==> src/design/gpio_level_pkg.sv <==
// Constants for the twelve-pin level register block
//
// Behaviour
// - Pin n level lives in bit n-1 of the level register, pin 1 at bit 0 and pin 12 at bit 11, each defaulting to 0.
// - A write to a level bit drives that pin only while its function select is 0h and its direction is 0.
// - A read of a level bit returns the level sampled from the pin, not the last value written.
// - With polarity 0 the bit and the pin are inverse both ways; with polarity 1 they match.
package gpio_level_pkg;

   // ----------------------------------------------------------------
   // Geometry
   // ----------------------------------------------------------------
   localparam int NUM_PINS   = 12;
   localparam int FN_WIDTH   = 4;
   localparam int DATA_WIDTH = 32;
   localparam int REG_WIDTH  = 16;

   // ----------------------------------------------------------------
   // Register map
   // ----------------------------------------------------------------
   // Level register index; the byte address is four times it
   localparam logic [15:0] IDX_LEVEL    = 16'h400c;
   localparam logic [31:0] ADDR_LEVEL   = {14'h0000, IDX_LEVEL, 2'b00};
   localparam logic [31:0] ADDR_FUNC_LO = 32'h0001_0040;
   localparam logic [31:0] ADDR_FUNC_HI = 32'h0001_0044;
   localparam logic [31:0] ADDR_DIR     = 32'h0001_0048;
   localparam logic [31:0] ADDR_POL     = 32'h0001_004c;

   // ----------------------------------------------------------------
   // Reset values and field codes
   // ----------------------------------------------------------------
   localparam logic [NUM_PINS*FN_WIDTH-1:0] RST_FUNC  = 48'h0000_0000_0000;
   localparam logic [NUM_PINS-1:0]          RST_DIR   = 12'hfff;
   localparam logic [NUM_PINS-1:0]          RST_POL   = 12'hfff;
   localparam logic [FN_WIDTH-1:0]          FN_GPIO   = 4'h0;
   localparam logic                         DIR_OUT   = 1'b0;
   localparam logic                         RST_LEVEL = 1'b0;

endpackage

==> src/design/pin_slice_if.sv <==
// Signals between the register block and one pin slice
`timescale 1ns/1ps
interface pin_slice_if;
   logic wr;
   logic wr_bit;
   logic mode;
   logic inv;
   logic pin_in;
   logic rd_bit;
   logic lvl;
   logic pin_out;
   logic pin_oe_n;

   modport slice (
      input  wr, wr_bit, mode, inv, pin_in,
      output rd_bit, lvl, pin_out, pin_oe_n
   );
   modport regs (
      output wr, wr_bit, mode, inv, pin_in,
      input  rd_bit, lvl, pin_out, pin_oe_n
   );
endinterface

==> src/design/gpio_pin_slice.sv <==
// One pin: stored output level, input sample and pin drive
`timescale 1ns/1ps
module gpio_pin_slice (
   // Clock and reset
   input  wire logic  i_clk_sys,
   input  wire logic  i_rst_n,
   // Register side
   pin_slice_if.slice ps
);

   logic lvl_q;
   logic in_q;
   logic pin_out_q;
   logic oe_n_q;

   // ----------------------------------------------------------------
   // Stored output level
   // ----------------------------------------------------------------
   always_ff @(posedge i_clk_sys) begin
      if (!i_rst_n) begin
         lvl_q <= gpio_level_pkg::RST_LEVEL;
      end else if (ps.wr && ps.mode) begin
         lvl_q <= ps.wr_bit;
      end
   end

   // ----------------------------------------------------------------
   // Pin sampling and drive
   // ----------------------------------------------------------------
   always_ff @(posedge i_clk_sys) begin
      if (!i_rst_n) begin
         in_q <= 1'b0;
      end else begin
         in_q <= ps.pin_in;
      end
   end

   // The pin is driven only while it is a plain output; otherwise it floats
   always_ff @(posedge i_clk_sys) begin
      if (!i_rst_n) begin
         pin_out_q <= 1'b0;
         oe_n_q    <= 1'b1;
      end else begin
         pin_out_q <= lvl_q ^ ps.inv;
         oe_n_q    <= ~ps.mode;
      end
   end

   assign ps.rd_bit   = in_q ^ ps.inv;
   assign ps.lvl      = lvl_q;
   assign ps.pin_out  = pin_out_q;
   assign ps.pin_oe_n = oe_n_q;

endmodule

==> src/design/gpio_pin_slice_fix.sv <==
// Level register of the twelve-pin port with its APB slave
`timescale 1ns/1ps
module gpio_level_register (
   // Clock and reset
   input  wire logic        i_clk_sys,
   input  wire logic        i_rst_n,
   // APB slave
   input  wire logic        i_psel,
   input  wire logic        i_penable,
   input  wire logic        i_pwrite,
   input  wire logic [31:0] i_paddr,
   input  wire logic [31:0] i_pwdata,
   output logic      [31:0] o_prdata,
   output logic             o_pready,
   output logic             o_pslverr,
   // Pins
   input  wire logic [11:0] i_pin_in,
   output logic      [11:0] o_pin_out,
   output logic      [11:0] o_pin_oe_n
);

   // ----------------------------------------------------------------
   // Declarations
   // ----------------------------------------------------------------
   // Configuration held here so the level bits can be gated per pin
   logic [47:0] func_q;
   logic [11:0] dir_q;
   logic [11:0] pol_q;

   // Bus handshake and read path
   logic        pready_q;
   logic        pslverr_q;
   logic [31:0] prdata_q;
   logic [31:0] rdata_d;
   logic        access;
   logic        done;
   logic        wr_level;

   // Address decode
   logic        hit_level;
   logic        hit_func_lo;
   logic        hit_func_hi;
   logic        hit_dir;
   logic        hit_pol;
   logic        hit_any;

   // Per-pin gathered signals
   logic [11:0] plain_out;
   logic [11:0] rd_bits;
   logic [11:0] lvl_bits;
   logic [11:0] out_bits;
   logic [11:0] oe_n_bits;

   // ----------------------------------------------------------------
   // Address decode
   // ----------------------------------------------------------------
   assign hit_level   = (i_paddr == gpio_level_pkg::ADDR_LEVEL);
   assign hit_func_lo = (i_paddr == gpio_level_pkg::ADDR_FUNC_LO);
   assign hit_func_hi = (i_paddr == gpio_level_pkg::ADDR_FUNC_HI);
   assign hit_dir     = (i_paddr == gpio_level_pkg::ADDR_DIR);
   assign hit_pol     = (i_paddr == gpio_level_pkg::ADDR_POL);
   assign hit_any     = hit_level | hit_func_lo | hit_func_hi
                      | hit_dir | hit_pol;

   // ----------------------------------------------------------------
   // Bus handshake
   // ----------------------------------------------------------------
   // First access cycle: read data is captured here, ready rises next
   assign access   = i_psel & i_penable & ~pready_q;
   // Completing edge: the master samples ready high here
   assign done     = i_psel & i_penable & pready_q;
   assign wr_level = done & i_pwrite & hit_level;

   // One wait state lets read data and ready both come from flops
   always_ff @(posedge i_clk_sys) begin
      if (!i_rst_n) begin
         pready_q <= 1'b0;
      end else begin
         pready_q <= access;
      end
   end

   // Unmapped addresses answer with an error rather than hang
   always_ff @(posedge i_clk_sys) begin
      if (!i_rst_n) begin
         pslverr_q <= 1'b0;
      end else begin
         pslverr_q <= access & ~hit_any;
      end
   end

   always_ff @(posedge i_clk_sys) begin
      if (!i_rst_n) begin
         prdata_q <= 32'h0000_0000;
      end else if (access && !i_pwrite) begin
         prdata_q <= rdata_d;
      end
   end

   // ----------------------------------------------------------------
   // Read multiplexer
   // ----------------------------------------------------------------
   always_comb begin
      rdata_d = 32'h0000_0000;
      if (hit_level) begin
         // Pin levels, not stored bits; upper bits stay zero
         rdata_d[11:0] = rd_bits;
      end
      if (hit_func_lo) begin
         rdata_d = func_q[31:0];
      end
      if (hit_func_hi) begin
         rdata_d[15:0] = func_q[47:32];
      end
      if (hit_dir) begin
         rdata_d[11:0] = dir_q;
      end
      if (hit_pol) begin
         rdata_d[11:0] = pol_q;
      end
   end

   // ----------------------------------------------------------------
   // Configuration registers
   // ----------------------------------------------------------------
   always_ff @(posedge i_clk_sys) begin
      if (!i_rst_n) begin
         func_q <= gpio_level_pkg::RST_FUNC;
      end else begin
         if (done && i_pwrite && hit_func_lo) begin
            func_q[31:0] <= i_pwdata;
         end
         if (done && i_pwrite && hit_func_hi) begin
            func_q[47:32] <= i_pwdata[15:0];
         end
      end
   end

   always_ff @(posedge i_clk_sys) begin
      if (!i_rst_n) begin
         dir_q <= gpio_level_pkg::RST_DIR;
      end else if (done && i_pwrite && hit_dir) begin
         dir_q <= i_pwdata[11:0];
      end
   end

   always_ff @(posedge i_clk_sys) begin
      if (!i_rst_n) begin
         pol_q <= gpio_level_pkg::RST_POL;
      end else if (done && i_pwrite && hit_pol) begin
         pol_q <= i_pwdata[11:0];
      end
   end

   // ----------------------------------------------------------------
   // Pin slices
   // ----------------------------------------------------------------
   for (genvar n = 0; n < gpio_level_pkg::NUM_PINS; n++) begin : g_pin
      pin_slice_if psi ();

      // Only function 0h with direction 0 makes a plain output
      assign plain_out[n] =
         (func_q[n*gpio_level_pkg::FN_WIDTH +: gpio_level_pkg::FN_WIDTH]
          == gpio_level_pkg::FN_GPIO)
         && (dir_q[n] == gpio_level_pkg::DIR_OUT);

      // Pin n takes bit n-1 of the register, counting pins from one
      assign psi.wr     = wr_level;
      assign psi.wr_bit = i_pwdata[n];
      assign psi.mode   = plain_out[n];
      assign psi.inv    = ~pol_q[n];
      assign psi.pin_in = i_pin_in[n];

      assign rd_bits[n]   = psi.rd_bit;
      assign lvl_bits[n]  = psi.lvl;
      assign out_bits[n]  = psi.pin_out;
      assign oe_n_bits[n] = psi.pin_oe_n;

      gpio_pin_slice u_slice (
         .i_clk_sys (i_clk_sys),
         .i_rst_n   (i_rst_n),
         .ps        (psi)
      );
   end

   // ----------------------------------------------------------------
   // Outputs
   // ----------------------------------------------------------------
   assign o_prdata   = prdata_q;
   assign o_pready   = pready_q;
   assign o_pslverr  = pslverr_q;
   assign o_pin_out  = out_bits;
   assign o_pin_oe_n = oe_n_bits;
endmodule

==> config.mk <==
export PLATFORM = sky130hd
export DESIGN_NAME = gpio_level_register
export DESIGN_NICKNAME = d
export VERILOG_FILES = /design/src/design/gpio_level_pkg.sv /design/src/design/pin_slice_if.sv /design/src/design/gpio_pin_slice.sv /design/src/design/gpio_pin_slice_fix.sv
export SDC_FILE = /design/constraint.sdc
export NUM_CORES = 1
export LEC_CHECK = 0
export BUFFER_PORTS_ARGS = -buffer_cell sky130_fd_sc_hd__buf_2
export CAP_MARGIN = 5
export CORE_UTILIZATION = 25
export DETAILED_ROUTE_END_ITERATION = 8
export HOLD_SLACK_MARGIN = 0.1
export MAX_ROUTING_LAYER = met4
export SKIP_CTS_REPAIR_TIMING = 1
export SYNTH_ARGS = -nofsm -noshare
export SYNTH_HDL_FRONTEND = slang
export SYNTH_SLANG_ARGS = --single-unit
==> constraint.sdc <==
create_clock -name i_clk_sys -period 1.75 [get_ports i_clk_sys]
set_input_delay 0.2625 -clock i_clk_sys [delete_from_list [all_inputs] [get_ports i_clk_sys]]
set_output_delay 0.2625 -clock i_clk_sys [all_outputs]
set_load 0.01 [all_outputs]
* Word level (Yosys, flattened, before mapping)
Index checks and enable logic that the tools add are counted.
Storage, ports and cells: word-level logic and storage cells 180, register bits after elaboration 154, output and inout bits 58
Operators by class: reduce and logical (&&, ||, !) cells 43, mux-type cells 5, bitwise operators 72, equality and inequality tests 5
Operator list (number):
- $eq 32x17->1 const B | 5
- $logic_not 4->1 | 12
- $not 1->1 | 38
- $mux 12 | 3
- $mux 32 | 1
- $logic_and 1x1->1 | 30
- $xor 1x1->1 | 24
- $mux 16 | 1
- $and 1x1->1 | 6
- $or 1x1->1 | 4
- $logic_not 1->1 | 1

* Depth between registers and ports, before layout
depth after elaboration 7, gate-level depth with buffers 7

* By module
From an unflattened synthesis, not the netlist that was laid out.
Second synthesis, totals: cell total of the unflattened synthesis 787, area, all modules 6900.4 um2
By module, submodules not included:
- gpio_level_register | times used 1, area an instance 5278.8 um2, cells each 631, seq. area each 2122.0 um2
- gpio_pin_slice | times used 12, area an instance 135.1 um2, cells each 13, seq. area each 80.1 um2

* Least setup slack after synthesis
OpenSTA, ideal clock, no wires.
path kind input to register, from in i_paddr[2], to reg func_q[10], arrival time 1.670 ns, slack 0.009 ns, stages 7, path through buf_6 -> or4_4 -> nor2_4 -> and4_1 -> buf_6 -> buf_12 -> mux2i_1
On the way: cells in the longest elaborated chain, start to end 2
Ends and longest elaborated chain:
- from (decl) | RTL line gpio_pin_slice_fix.sv:11 | input wire logic [31:0] i_paddr,
- $eq 32x17->1 | RTL line gpio_pin_slice_fix.sv:58 | assign hit_func_lo = (i_paddr == gpio_level_pkg::ADDR_FUNC_LO);
- $logic_and 1x1->1 | RTL line gpio_pin_slice_fix.sv:130 | if (done && i_pwrite && hit_func_lo) begin
- to (signal assigned) | RTL line gpio_pin_slice_fix.sv:128 | func_q <= gpio_level_pkg::RST_FUNC;
- to (signal assigned) | RTL line gpio_pin_slice_fix.sv:131 | func_q[31:0] <= i_pwdata;
- to (decl) | RTL line gpio_pin_slice_fix.sv:26 | logic [47:0] func_q;
Every way passes these cells. A chain may end at the register's enable or synchronous reset.

* Worst setup path after layout
from reg pready_q (netlist: o_pready), to reg dir_q[8]
On the way: cells in the longest elaborated chain, start to end 3
Ends and longest elaborated chain:
- from (decl) | RTL line gpio_pin_slice_fix.sv:31 | logic pready_q;
- from (signal assigned) | RTL line gpio_pin_slice_fix.sv:79 | pready_q <= access;
- $and 1x1->1 | RTL line gpio_pin_slice_fix.sv:71 | assign done = i_psel & i_penable & pready_q;
- $logic_and 1x1->1 (2 in a row) | RTL line gpio_pin_slice_fix.sv:142 | end else if (done && i_pwrite && hit_dir) begin
- to (signal assigned) | RTL line gpio_pin_slice_fix.sv:141 | dir_q <= gpio_level_pkg::RST_DIR;
- to (signal assigned) | RTL line gpio_pin_slice_fix.sv:143 | dir_q <= i_pwdata[11:0];
- to (decl) | RTL line gpio_pin_slice_fix.sv:27 | logic [11:0] dir_q;
Every way passes these cells.

==> metrics.yaml <==
logic_synthesis:
  synth.area.top_cells: "dfxtp_1, mux2i_1, nand2_1"
  synthCells: 749
  ys_warn_count: 0
  syn_area_per_cell_um2: 9.06
  yosysTopAreaCell: "dfxtp_1"
  seq_area_frac_synth_pct: 45.4
  syn_nets: 830
  synth_cell_types: 38
  synth_seq_cells: 154
  synth_top_area_share_pct: 45.4
  syn_area_mm2: 0.00679
drt:
  first_pass_iters: 5
  drt_iter0_markers: 321
  routed_wl_um: 20300
  drcViolationCount: 0
  num_vias: 5797
  drt.antenna.violating_nets: 0
  wl_per_cell_um: 16.4
  viasPerCell: 4.69
final_layout:
  utilization_pct: 32.6
  area_growth_pct: 26.5
  final_cell_mix: "dfxtp_1, nand2_1, buf_2"
  layout-drive-gt1-share_pct: 25.8
  finalNetCount: 968
  final_common_cell: "dfxtp_1"
worst_setup_path:
  criticalPathCategory: "flip-flop to flip-flop"
  critical_path_required_ns: 2.10
  crit_fanout: 7
  end_kind: "flip-flop"
  critPathArrivalTime_ns: 1.93
  start_kind: "flip-flop"
power:
  power.density_mw_per_mm2: 885
  vdd_ir_drop_max_uv: 693
  p_leak_nw: 3.49
floorplanning:
  die_y_um: 167
  core-area_mm2: 0.0264
  rows: 59
  initial_core_util_pct: 25.8
  dieArea_mm2: 0.0278
  num_io_pins: 139
  die_w_um: 167
worst_hold_path:
  hold_path.class: "primary input to flip-flop"
timing:
  skew_ns: 0.00934
  maxSlewViolCount: 0
  hold_viol_final: 0
  slew_headroom_pct: 62.8
  worstMarginPinSlew_ns: 0.558
  period_minus_slack_ns: 1.58
  rsz0062_at_grt: "false"
  fmax_mhz: 632
  period_share_pct: 90.5
  setup_violations: 0
  tns_ns: 0
clock_network:
  clk_latency_ns: 0.42
  clkSlewWorstSetupHoldPaths_ns: 0.06
  cts_root_buffer: "clkbuf_16"
  cts_max_level: 4
  clock-sinks: 154
  cts_tree: "done"
  numCtsBuffers: 17
  cts_buffer_depth: 2
grt:
  grt_pass1_vias: 5674
  grt-ovfl-total: 0
  grt_max_degree: 84
  grt_use_total_pct: 15.2
  grt_antenna_before_repair: 1
  grt_pass1_wl_um: 31700
placed_design:
  gp_congestion: 0.810
  dp_hpwl_um: 15000
  portBuffers: 138
outcome:
  status: "finished, final reports clean"
job:
  max_cap_violations: 0
worst paths after layout:
check                    start           end  slack (ns)  depth (start not counted)
setup / recovery      o_pready      dir_q[8]        0.17                          5
hold reg to reg   o_prdata[25]  o_prdata[25]        0.45                          2
setup reg to reg      o_pready      dir_q[8]        0.17                          5
hold / removal    i_pwdata[28]    func_q[28]        0.09                          3
where the power goes:
part / switching, mW / internal (mW) / total (mW)
Sequential: 0.0106 / 3.52 / 3.53
Combinational: 0.234 / 0.175 / 0.410
Clock: 1.48 / 2.18 / 3.66
layout make-up:
class / count / area (um2)
sequential: 154 / 3080
timing repair buffer: 201 / 1270
inverter: 1 / 3.75
multi-input combinational: 512 / 3230
antenna: 1 / 2.50
fill: 2674 / 17800
clock buffer: 22 / 464
clock inverter: 10 / 118
tap: 335 / 419
registers in the layout (all words and copies together), names as in the netlist:
signal and cells:
func_q 48, o_prdata 32, dir_q 12, g_pin.u_slice.in_q 12
g_pin.u_slice.ps.lvl 12, g_pin.u_slice.ps.pin_oe_n 12, g_pin.u_slice.ps.pin_out 12, pol_q 12
o_pready 1, o_pslverr 1
synth_stat cells, drive strengths merged:
cell type / number
dfxtp: 154
nand2: 137
mux2i: 89
nor2: 79
buf: 41
clkbuf: 41
nand4: 33
and2: 32
a21oi: 31
xor2: 23
o211ai: 13
or4: 13
a221oi: 11
mux2: 11
o32ai: 11
nor4: 5
and4: 4
nor3: 4
nand3: 3
and3: 2
nand4bb: 2
nor4b: 2
a22oi: 1
a2bb2oi: 1
and4b: 1
and4bb: 1
inv: 1
o41ai: 1
or4b: 1
xnor2: 1
metrics by stage:
| stage | worst slack [ns] | area, um2 | power, mW | hold WS, ns | cells |
|---|---|---|---|---|---|
| 3_5_place_dp | -0.260 | 7830 | 3.99 | 0.444 | 1186 |
| 4_1_cts | 0.182 | 8420 | 7.64 | 0.0273 | 1218 |
| 5_1_grt | 0.0553 | 8590 | 7.85 | 0.102 | 1236 |
| 2_1_floorplan | 0.00883 | 6790 | 3.79 | 0.388 | 749 |
| 6_report | 0.167 | 8590 | 7.60 | 0.0880 | 1236 |
| 3_3_place_gp | -0.112 | 7830 | 3.99 | 0.439 | 1186 |
layer usage:
metal	global-route usage, %	vias to the layer above	wire (um)
met2	24.2	181	9700
met1	19.5	2742	9490
met5	-	-	0
met4	4.51	0	236
met3	2.64	17	850
li1	-	2857	-
cell families (layout without fill, tap and decap cells):
kind of cell / Yosys count / count (layout) / share of synthesized area [%]
AO/OA/AOI/OAI: 69 / 69 / 6.93
AND/OR/NAND/NOR: 319 / 319 / 22.5
other: 0 / 1 / 0
buffers and inverters: 83 / 234 / 7.12
multiplexers: 100 / 100 / 15.0
XOR/XNOR: 24 / 24 / 3.10
flip-flops: 154 / 154 / 45.4
critical path, stage by stage (launching register included):
cell     delay (ns)
dfxtp_1        0.33
and4_1         0.23
and3_1         0.26
and4b_1        0.25
buf_4          0.23
mux2i_1        0.21
Power figures use the tool's default switching activity.
